$ cat config.mk
export PLATFORM = sky130hd
export DESIGN_NAME = mdt_timer
export DESIGN_NICKNAME = d
export VERILOG_FILES = /design/src/logic/mdt_pkg.sv /design/src/logic/mdt_tick_gen.sv /design/src/logic/mdt_timer.sv
export SDC_FILE = /design/constraint.sdc
export NUM_CORES = 1
export LEC_CHECK = 0
export ABC_AREA = 1
export BUFFER_PORTS_ARGS = -buffer_cell sky130_fd_sc_hd__buf_4
export CORE_UTILIZATION = 26
export DETAILED_ROUTE_END_ITERATION = 16
export GPL_TIMING_DRIVEN = 0
export SLEW_MARGIN = 10
export SYNTH_ARGS = -nofsm -noshare
export SYNTH_HDL_FRONTEND = slang
export SYNTH_SLANG_ARGS = --single-unit
$ cat constraint.sdc
create_clock -name clk -period 9.52 [get_ports clk]
set_clock_uncertainty 0.15 [all_clocks]
set_input_delay 1.428 -clock clk [delete_from_list [all_inputs] [get_ports clk]]
set_output_delay 1.428 -clock clk [all_outputs]
set_load 0.01 [all_outputs]
$ cat src/logic/mdt_pkg.sv
/*
 * Package for the multi-mode delay timer: mode codes, time base codes,
 * field positions of the packed time word and tick counts.
 * Assumes a 200 MHz clock feeding the timer.
 */
//
// Overview of operation
// Timing starts only on a start input transition.
// Extended pulse runs full preset despite start falling.
// Extended pulse status high exactly while running.
// Extended pulse start edge while running reloads preset.
// Pulse/on-delay reset edge clears count and base; pulse mode clears only while running and with no start edge.
// On-delay counts while start high; status after expiry.
// On-delay start fall halts timer, status low.
// On-delay reset level also clears idle timer.
// Retentive keeps counting after start falls.
// Retentive status high after expiry until reset.
// Retentive start edge before expiry restarts preset.
// Retentive reset edge clears regardless of start.
// Off-delay counts from start falling edge.
// Off-delay status is start or running.
// Off-delay start rise resets; waits next fall.
// Off-delay reset edge while counting resets timer.
// Remaining time shown in binary and BCD.
// Preset supplied within zero to 999.
// Count drops one per time base interval.
// Time base two bits at 12-13, four codes.
// Preset is three BCD digits, base above.
// Edges by registered compare; expired holds zero.
// BCD output carries base code; binary count only.
package mdt_pkg;

   typedef enum logic [1:0] {
      MDT_EXTENDED_PULSE_MODE     = 2'h0,
      MDT_ON_DELAY_MODE           = 2'h1,
      MDT_RETENTIVE_ON_DELAY_MODE = 2'h2,
      MDT_OFF_DELAY_MODE          = 2'h3
   } mdt_mode_t;

   // Timer states, Gray along idle -> running -> expired
   typedef enum logic [1:0] {
      MDT_IDLE    = 2'b00,
      MDT_RUNNING = 2'b01,
      MDT_EXPIRED = 2'b11
   } mdt_state_t;

   localparam int          MDT_WORD_W      = 16;
   localparam int          MDT_COUNT_W     = 10;
   localparam int          MDT_DIGITS      = 3;
   localparam int          MDT_BASE_LSB    = 12;
   localparam int          MDT_BASE_MSB    = 13;
   localparam logic [1:0]  MDT_BASE_RESET  = 2'h0;
   localparam logic [9:0]  MDT_COUNT_RESET = 10'h000;

   // Time base figures in microseconds and the clock rate
   localparam longint      MDT_CLK_HZ      = 200000000;
   localparam longint      MDT_BASE0_US    = 10000;
   localparam longint      MDT_BASE1_US    = 100000;
   localparam longint      MDT_BASE2_US    = 1000000;
   localparam longint      MDT_BASE3_US    = 10000000;
   localparam longint      MDT_BASE0_CYC   = MDT_BASE0_US * MDT_CLK_HZ / 1000000;
   localparam longint      MDT_BASE1_CYC   = MDT_BASE1_US * MDT_CLK_HZ / 1000000;
   localparam longint      MDT_BASE2_CYC   = MDT_BASE2_US * MDT_CLK_HZ / 1000000;
   localparam longint      MDT_BASE3_CYC   = MDT_BASE3_US * MDT_CLK_HZ / 1000000;
   localparam int          MDT_TICK_W      = 32;

endpackage : mdt_pkg

$ cat src/logic/mdt_tick_gen.sv
/*
 * Time base tick generator: one-cycle tick at the selected interval.
 * Assumes the owner restarts it whenever a preset is loaded; each tick starts the next interval.
 */
`timescale 1ns/1ps
`default_nettype none
module mdt_tick_gen
   import mdt_pkg::*;
#(
   parameter logic [31:0] BASE0_CYCLES = 32'(MDT_BASE0_CYC),
   parameter logic [31:0] BASE1_CYCLES = 32'(MDT_BASE1_CYC),
   parameter logic [31:0] BASE2_CYCLES = 32'(MDT_BASE2_CYC),
   parameter logic [31:0] BASE3_CYCLES = 32'(MDT_BASE3_CYC)
)
(
   input  wire logic       clk,
   input  wire logic       reset_n,
   input  wire logic       clk_en,
   input  wire logic       restart,
   input  wire logic       run,
   input  wire logic [1:0] base_code,
   output logic            tick
);
   import mdt_pkg::*;

   logic [MDT_TICK_W-1:0] count;
   logic [MDT_TICK_W-1:0] next_count;
   logic [MDT_TICK_W-1:0] limit;

   // Interval length for the selected base
   always_comb
   begin
      unique case (base_code)
         2'h0:    limit = BASE0_CYCLES;
         2'h1:    limit = BASE1_CYCLES;
         2'h2:    limit = BASE2_CYCLES;
         default: limit = BASE3_CYCLES;
      endcase
   end

   assign tick = run && !restart && (count >= limit - 32'h1);

   // Interval counter
   always_comb
   begin
      next_count = count;
      if (restart || !run || tick)
         next_count = '0;
      else
         next_count = count + 32'h1;
   end

   always_ff @(posedge clk or negedge reset_n)
   begin
      if (!reset_n)
         count <= '0;
      else if (clk_en)
         count <= next_count;
   end

endmodule : mdt_tick_gen
`default_nettype wire

$ cat src/logic/mdt_timer.sv
/*
 * Multi-mode delay timer: extended pulse, on-delay, retentive on-delay
 * and off-delay behaviours on one down counter.
 * Assumes start, reset and preset are synchronous to clk.
 */
`timescale 1ns/1ps
`default_nettype none
module mdt_timer
   import mdt_pkg::*;
#(
   parameter logic [31:0] BASE0_CYCLES = 32'(MDT_BASE0_CYC),
   parameter logic [31:0] BASE1_CYCLES = 32'(MDT_BASE1_CYC),
   parameter logic [31:0] BASE2_CYCLES = 32'(MDT_BASE2_CYC),
   parameter logic [31:0] BASE3_CYCLES = 32'(MDT_BASE3_CYC)
)
(
   input  wire logic              clk,
   input  wire logic              reset_n,
   input  wire logic              clk_en,
   input  wire mdt_pkg::mdt_mode_t mode,
   input  wire logic              start_in,
   input  wire logic              reset_in,
   input  wire logic [15:0]       preset_time,
   output logic                   status,
   output logic [15:0]            remaining_time_binary,
   output logic [15:0]            remaining_time_decimal
);
   import mdt_pkg::*;

   ////////////////////////////////////////////////////////////////////////
   // Declarations

   mdt_state_t             state;
   mdt_state_t             next_state;
   logic [MDT_COUNT_W-1:0] count;
   logic [MDT_COUNT_W-1:0] next_count;
   logic [1:0]             base;
   logic [1:0]             next_base;
   logic                   start_q;
   logic                   reset_q;
   logic                   next_status;
   logic [15:0]            next_bin;
   logic [15:0]            next_dec;
   logic                   start_rise;
   logic                   start_fall;
   logic                   reset_rise;
   logic                   load;
   logic                   tick;
   logic [MDT_COUNT_W-1:0] preset_bin;
   logic [3:0]             dig [MDT_DIGITS];
   logic [3:0]             bcd [MDT_DIGITS];

   ////////////////////////////////////////////////////////////////////////
   // Edge detection

   // Compare inputs with their previous values
   assign start_rise = start_in && !start_q;
   assign start_fall = !start_in && start_q;
   assign reset_rise = reset_in && !reset_q;

   always_ff @(posedge clk or negedge reset_n)
   begin
      if (!reset_n)
      begin
         start_q <= 1'b0;
         reset_q <= 1'b0;
      end
      else if (clk_en)
      begin
         start_q <= start_in;
         reset_q <= reset_in;
      end
   end

   ////////////////////////////////////////////////////////////////////////
   // Preset decode, BCD digits to binary

   // Three BCD digits in bits 0..11
   assign preset_bin = MDT_COUNT_W'(preset_time[11:8] * 7'd100
                     + preset_time[7:4] * 4'd10 + preset_time[3:0]);

   ////////////////////////////////////////////////////////////////////////
   // Time base ticks

   mdt_tick_gen #(
      .BASE0_CYCLES (BASE0_CYCLES),
      .BASE1_CYCLES (BASE1_CYCLES),
      .BASE2_CYCLES (BASE2_CYCLES),
      .BASE3_CYCLES (BASE3_CYCLES)
   ) i_mdt_tick_gen (
      .clk       (clk),
      .reset_n   (reset_n),
      .clk_en    (clk_en),
      .restart   (load),
      .run       (state == MDT_RUNNING),
      .base_code (base),
      .tick      (tick)
   );

   ////////////////////////////////////////////////////////////////////////
   // Mode control

   // Start, stop, reset and count decisions per mode
   always_comb
   begin
      next_state = state;
      next_count = count;
      next_base  = base;
      load       = 1'b0;
      unique case (mode)
         MDT_EXTENDED_PULSE_MODE:
         begin
            if (start_rise)
               load = 1'b1;
            else if (reset_rise && state == MDT_RUNNING)
               next_state = MDT_IDLE;
         end
         MDT_ON_DELAY_MODE:
         begin
            if (reset_in && !(state == MDT_RUNNING && !reset_rise))
               next_state = MDT_IDLE;
            else if (reset_rise)
               next_state = MDT_IDLE;
            else if (!start_in)
               next_state = MDT_IDLE;
            else if (start_rise)
               load = 1'b1;
         end
         MDT_RETENTIVE_ON_DELAY_MODE:
         begin
            if (reset_rise)
               next_state = MDT_IDLE;
            else if (start_rise && state != MDT_EXPIRED)
               load = 1'b1;
         end
         default:
         begin
            if (reset_rise && state == MDT_RUNNING)
               next_state = MDT_IDLE;
            else if (start_rise)
               next_state = MDT_IDLE;
            else if (start_fall)
               load = 1'b1;
         end
      endcase
      if (load)
      begin
         next_state = MDT_RUNNING;
         next_count = preset_bin;
         next_base  = preset_time[MDT_BASE_MSB:MDT_BASE_LSB];
      end
      else if (next_state == MDT_IDLE && state != MDT_IDLE)
      begin
         next_count = MDT_COUNT_RESET;
         next_base  = MDT_BASE_RESET;
      end
      else if (state == MDT_RUNNING && (count == '0 || (tick && count == 10'h1)))
      begin
         next_state = MDT_EXPIRED;
         next_count = '0;
      end
      else if (state == MDT_RUNNING && tick)
         next_count = count - 10'h1;
   end

   always_ff @(posedge clk or negedge reset_n)
   begin
      if (!reset_n)
      begin
         state <= MDT_IDLE;
         count <= MDT_COUNT_RESET;
         base  <= MDT_BASE_RESET;
      end
      else if (clk_en)
      begin
         state <= next_state;
         count <= next_count;
         base  <= next_base;
      end
   end

   ////////////////////////////////////////////////////////////////////////
   // Outputs

   // Binary count to BCD digits, one per generate step
   generate
      for (genvar d = 0; d < MDT_DIGITS; d++)
      begin : g_digit
         if (d == 0)
            assign dig[d] = 4'(next_count % 10'd10);
         else if (d == 1)
            assign dig[d] = 4'((next_count / 10'd10) % 10'd10);
         else
            assign dig[d] = 4'(next_count / 10'd100);
         assign bcd[d] = dig[d];
      end
   endgenerate

   // Status and remaining-time values
   always_comb
   begin
      unique case (mode)
         MDT_EXTENDED_PULSE_MODE:
            next_status = (next_state == MDT_RUNNING);
         MDT_ON_DELAY_MODE:
            next_status = (next_state == MDT_EXPIRED) && start_in;
         MDT_RETENTIVE_ON_DELAY_MODE:
            next_status = (next_state == MDT_EXPIRED);
         default:
            next_status = start_in || (next_state == MDT_RUNNING);
      endcase
      next_bin = {6'h0, next_count};
      next_dec = {2'h0, next_base, bcd[2], bcd[1], bcd[0]};
   end

   always_ff @(posedge clk or negedge reset_n)
   begin
      if (!reset_n)
      begin
         status                 <= 1'b0;
         remaining_time_binary  <= 16'h0000;
         remaining_time_decimal <= 16'h0000;
      end
      else if (clk_en)
      begin
         status                 <= next_status;
         remaining_time_binary  <= next_bin;
         remaining_time_decimal <= next_dec;
      end
   end

endmodule : mdt_timer
`default_nettype wire

==> flow_summary.ini, run 1 <==
[routing]
drc = 0
viasPerCell = 4.48
vias = 6216
drt_iter0_markers = 358
post_drt_wl_per_cell_um = 12.3
routed_wl_um = 17000
drtAntennaViolNets = 0
drt_first_pass_iters = 5

[yosys]
yosysWarningCount = 0
syn_avg_cell_area_um2 = 6.95
synth.distinct_cells = 54
syn_inst = 982
ys_seq_elements = 60
yosysSeqAreaShare_pct = 22.0
syn_area_um2 = 6820

[grt]
overflow = 0
grt_pass1_vias = 5966
antenna_found_initial = 0
grt_first_pass_wirelength_um = 29000
grt_usage_pct = 13.3
grt_max_degree = 61

[layout]
nFillCells = 2716
stdcell_area_um2 = 8030
multi_input_area_um2 = 4690
drive_above_1_share_pct = 18.8
nets = 1148
antenna_cells = 0
synthToLayoutAreaGrowth_pct = 17.8
seq_area_um2 = 1500

[floorplanning]
die-area_um2 = 26900
chipHeight_um = 164
core_um2 = 25500
die_width_um = 164
ios = 56
initial_core_util_pct = 26.8
rows = 58

[run_status]
status = finished, final reports clean

[worst_setup_path]
path_max_fanout = 9
arrival_ps = 8910
cp.required_ps = 9590
end_kind = register
crit_type = input pin to register
slowest_delay_ps = 530
critical_path.startpoint_type = input pin
path_common_cell = nand2_4
crit_slowest_cell = fa_1

[sta]
period_needed_ps = 8840
worstMarginPinSlew_ps = 822
layout_setup_ws_ps = 684
timing.fmax_ghz = 0.113
holdWs_ps = 338
finalHoldViolations = 0
finalSetupViolations = 0
slew_viol_final = 0
post-route-period-util_pct = 92.8
slew_headroom_pct = 45.2

[placed_design]
place_ws_ps = -87.7
port-buffer-count = 45
hpwl_um = 13400
placed_area_um2 = 7600
globalplace.congestion = 0.850

[cts]
clkSinkCount = 60
root_buffer = clkbuf_16
cts_made_buffers = 9
cts_tree = yes
clkLatencyLatePin_ps = 330
clock_path_buffers = 2
path_clk_slew_ps = 50
h-tree-depth = 3

[min_path]
hold_class = register to register

[run]
maxCapViolations = 0
## Yosys cell counts, drive strengths merged
cell type	number	area share [%]
a211oi	1	0.11
a21o	4	0.44
a21oi	31	2.7
a22oi	4	0.44
a31oi	3	0.28
and2	3	0.28
buf	13	1.3
clkbuf	6	0.33
clkinv	2	0.13
conb	2	0.11
dfrtp	60	22
fa	5	1.5
ha	68	12
inv	152	8.6
nand2	282	19
nand3	94	8.8
nand3b	5	0.73
nand4	12	1.1
nor2	96	6.5
nor3	30	2.3
nor3b	1	0.11
nor4	6	0.55
o211ai	5	0.62
o21a	1	0.11
o21ai	49	3.8
o21bai	1	0.11
o22ai	3	0.37
o311ai	1	0.13
o31ai	1	0.11
or2	3	0.28
xnor2	6	0.77
xor2	32	4.1
## cells in the final DEF (no fill, tap or decap), types with 11 or more instances in the layout
| master | netlist | routed |
|---|---|---|
| nand2_1 | 233 | 229 |
| inv_1 | 133 | 133 |
| nor2_1 | 84 | 83 |
| nand3_1 | 75 | 74 |
| ha_1 | 68 | 66 |
| buf_4 | 9 | 61 |
| dfrtp_1 | 60 | 60 |
| o21ai_0 | 41 | 41 |
| nand2_2 | 29 | 33 |
| xor2_1 | 32 | 32 |
| a21oi_1 | 28 | 28 |
| nor3_1 | 28 | 28 |
| nand2_4 | 20 | 20 |
| nand3_2 | 14 | 14 |
| inv_2 | 14 | 13 |
| nand4_1 | 12 | 12 |
| nor2_4 | 10 | 11 |
## registers in the layout (all words and copies together) (netlist names)
register,count
i_mdt_tick_gen.count,32
remaining_time_decimal,11
count,10
base,2
state,2
reset_q,1
start_q,1
status,1
## worst paths after layout
path / to / start / depth (start not counted) / slack (ps)
worst max-delay path: remaining_time_decimal[7] / preset_time[5] / 62 / 680
worst min-delay path: remaining_time_decimal[7] / remaining_time_decimal[7] / 2 / 340
worst max register to register: remaining_time_decimal[7] / base[1] / 63 / 1000
worst min register to register: remaining_time_decimal[7] / remaining_time_decimal[7] / 2 / 340
max in group asynchronous: count[2] / reset_n / 1 / 7630
min in group asynchronous: i_mdt_tick_gen.count[18] / reset_n / 1 / 1030
## layer usage
| metal | vias to the layer above | part of all wire [%] | track usage [%] |
|---|---|---|---|
| li1 | 3288 | - | - |
| met1 | 2842 | 48 | 17.6 |
| met2 | 70 | 49 | 22.7 |
| met3 | 16 | 2.2 | 2.22 |
| met4 | 0 | 0.86 | 2.99 |
| met5 | - | 0 | 0 |
## timing repair
item                       CTS  global route
hold buffers                 0             0
gates resized for setup      0            13
hold endpoints to repair     0             0
setup endpoints to repair    0             3
buffers inserted             0             7
## logic make-up after synthesis
kind of cell	synth area share (%)
flip-flops	22.0
XOR/XNOR	4.88
other	0.110
buffers and inverters	10.4
adder cells (fa/ha/maj)	13.9
AND/OR/NAND/NOR	39.5
AO/OA/AOI/OAI	9.19
## worst max-delay path, delay by kind of cell
kind | cells | cell delay [ps]
AND/OR/NAND/NOR | 44 | 4490
adder cells (fa/ha/maj) | 8 | 1990
buffers and inverters | 7 | 610
AO/OA/AOI/OAI | 2 | 220
XOR/XNOR | 1 | 120
## area by class of cell
type                            count  share of cell area (%)
Buffer                             19                    1.42
Clock buffer                       12                    3.07
Clock inverter                      4                   0.904
Inverter                          154                    7.46
Multi-Input combinational cell    756                    58.5
Sequential cell                    60                    18.7
Tap cell                          330                    5.14
Timing Repair Buffer               52                    4.86
## per-stage QoR
| step | util (%) | setup TNS, ps | cells |
|---|---|---|---|
| after global placement | 29.8 | -17.5 | 1364 |
| after CTS | 31.1 | 0 | 1380 |
| after global routing | 31.5 | -17.1 | 1387 |
| final | 31.5 | 0 | 1387 |
| after floorplan | - | 0 | 989 |
| after detailed placement | 29.8 | -87.7 | 1364 |
Power of run 1 is not shown: default switching activity piles up to over one toggle a cycle in this logic, so the estimate is an artifact.
==> inputs of run 2 (changes only) <==
Settings changed: CTS_BUF_LIST set to sky130_fd_sc_hd__clkbuf_4 sky130_fd_sc_hd__clkbuf_8.
==> run 2 against run 1 <==
Sequential cell count did not move; cell count shrank 0.22%; wire length fell by 0.51%; critical path type unchanged; largest cell class unchanged; highest routed layer unchanged.
==> flow_summary.ini, run 2 (synthesis results as in run 1) <==
[layout]
layout_commonest_cell = nand2_1
largest_register_ffs = 32
top_regs = i_mdt_tick_gen.count x32, remaining_time_decimal x11, count x10
drive_above_1_share_pct = 18.8
antenna_cells = 0
synthToLayoutAreaGrowth_pct = 16.1
nets = 1145
nFillCells = 2735
max_flop_register = i_mdt_tick_gen.count
multi_input_area_um2 = 4690
final_cell_mix = 229 x nand2_1, 133 x inv_1, 83 x nor2_1
seq_area_um2 = 1500

[grt]
grt_usage_pct = 13.3
top_usage_layer = met2
antenna_found_initial = 0
grt_use_met3_pct = 2.07
use_met2_pct = 22.6
grt_first_pass_wirelength_um = 28800
grt_pass1_vias = 5954
overflow = 0
grt_use_met1_pct = 17.7
grt_max_degree = 61

[sta]
slew_viol_final = 0
period_needed_ps = 8840
post-route-period-util_pct = 92.8
worstMarginPinSlew_ps = 845
slew_headroom_pct = 43.7
timing.fmax_ghz = 0.113
finalHoldViolations = 0
finalSetupViolations = 0
tns_ps = 0

[routing]
viasPerCell = 4.48
routed_wl_um = 16900
drt_iter0_markers = 308
drc = 0
post_drt_wl_per_cell_um = 12.2
drt_first_pass_iters = 4
vias = 6205
drtAntennaViolNets = 0

[floorplanning]
core_um2 = 25500
ios = 56
die_width_um = 164
chipHeight_um = 164
rows = 58
initial_core_util_pct = 26.8
die-area_um2 = 26900

[run_status]
status = finished, final reports clean

[worst_setup_path]
critPathBufInv = 6
path_delay_family = simple AND/OR/NAND/NOR gates
arrival_ps = 8930
crit_type = input pin to register
critical_path.startpoint_type = input pin
cp.required_ps = 9610
crit_slowest_cell = fa_1
end_kind = register
slowest_delay_ps = 530
path_max_fanout = 9

[placed_design]
port-buffer-count = 45
hpwl_um = 13400
globalplace.congestion = 0.850

[cts]
cts_made_buffers = 9
h-tree-depth = 3
cts_tree = yes
path_clk_slew_ps = 70
clkLatencyLatePin_ps = 350
clock_path_buffers = 2
root_buffer = clkbuf_8
clkSinkCount = 60

[min_path]
hold_class = register to register

[run]
maxCapViolations = 0
run 2: changes by cell type in the layout (fill, tap and decap cells not counted):
| cell | change |
|---|---|
| clkbuf_16 | -9 |
| clkbuf_1 | -2 |
| buf_4 | -3 |
| clkbuf_4 | +2 |
| clkbuf_8 | +9 |
run 2: layer usage:
layer  vias to the layer above  wire length (um)
met3                        17               398
met5                         -                 0
li1                       3284                 -
met2                        79              8160
met4                         0               154
met1                      2825              8220
run 2: worst paths after layout:
check	start	slack, ps	endpoint	cells after the start
setup / recovery	preset_time[5]	680	remaining_time_decimal[7]	65
hold / removal	remaining_time_decimal[7]	340	remaining_time_decimal[7]	2
setup reg to reg	base[1]	990	remaining_time_decimal[7]	66
hold reg to reg	remaining_time_decimal[7]	340	remaining_time_decimal[7]	2
max in group asynchronous	reset_n	7640	count[2]	1
min in group asynchronous	reset_n	1020	i_mdt_tick_gen.count[18]	1
run 2: area by class of cell:
class	count	share of cell area [%]
Buffer	19	1.44
Clock buffer	12	1.93
Clock inverter	4	0.917
Inverter	154	7.57
Multi-Input combinational cell	756	59.3
Sequential cell	60	19.0
Tap cell	330	5.22
Timing Repair Buffer	49	4.65
run 2: timing repair:
action,CTS,global route
hold buffers,0,0
resized for setup,0,13
setup buffers,0,4
endpoints found under the setup margin,0,3
run 2: through the flow:
stage	setup WS (ps)	cells	area [um2]	hold WS, ps	utilization (%)
CTS	264	1380	7820	348	30.7
floorplan	807	989	6850	325	-
detailed placement	-87.7	1364	7600	326	29.8
global placement	-17.5	1364	7600	321	29.8
finish	682	1384	7920	342	31.1
global route	-2.15	1384	7920	382	31.1
run 2: worst register-to-register path: cells and delay by family (launching register included):
family	cells	cell delay (ps)
AND/OR/NAND/NOR	52	5020
adder cells (fa/ha/maj)	5	1320
buffers and inverters	5	690
flip-flops	1	480
AO/OA/AOI/OAI	2	480
XOR/XNOR	2	280
Power of run 2 is left out for the same reason.
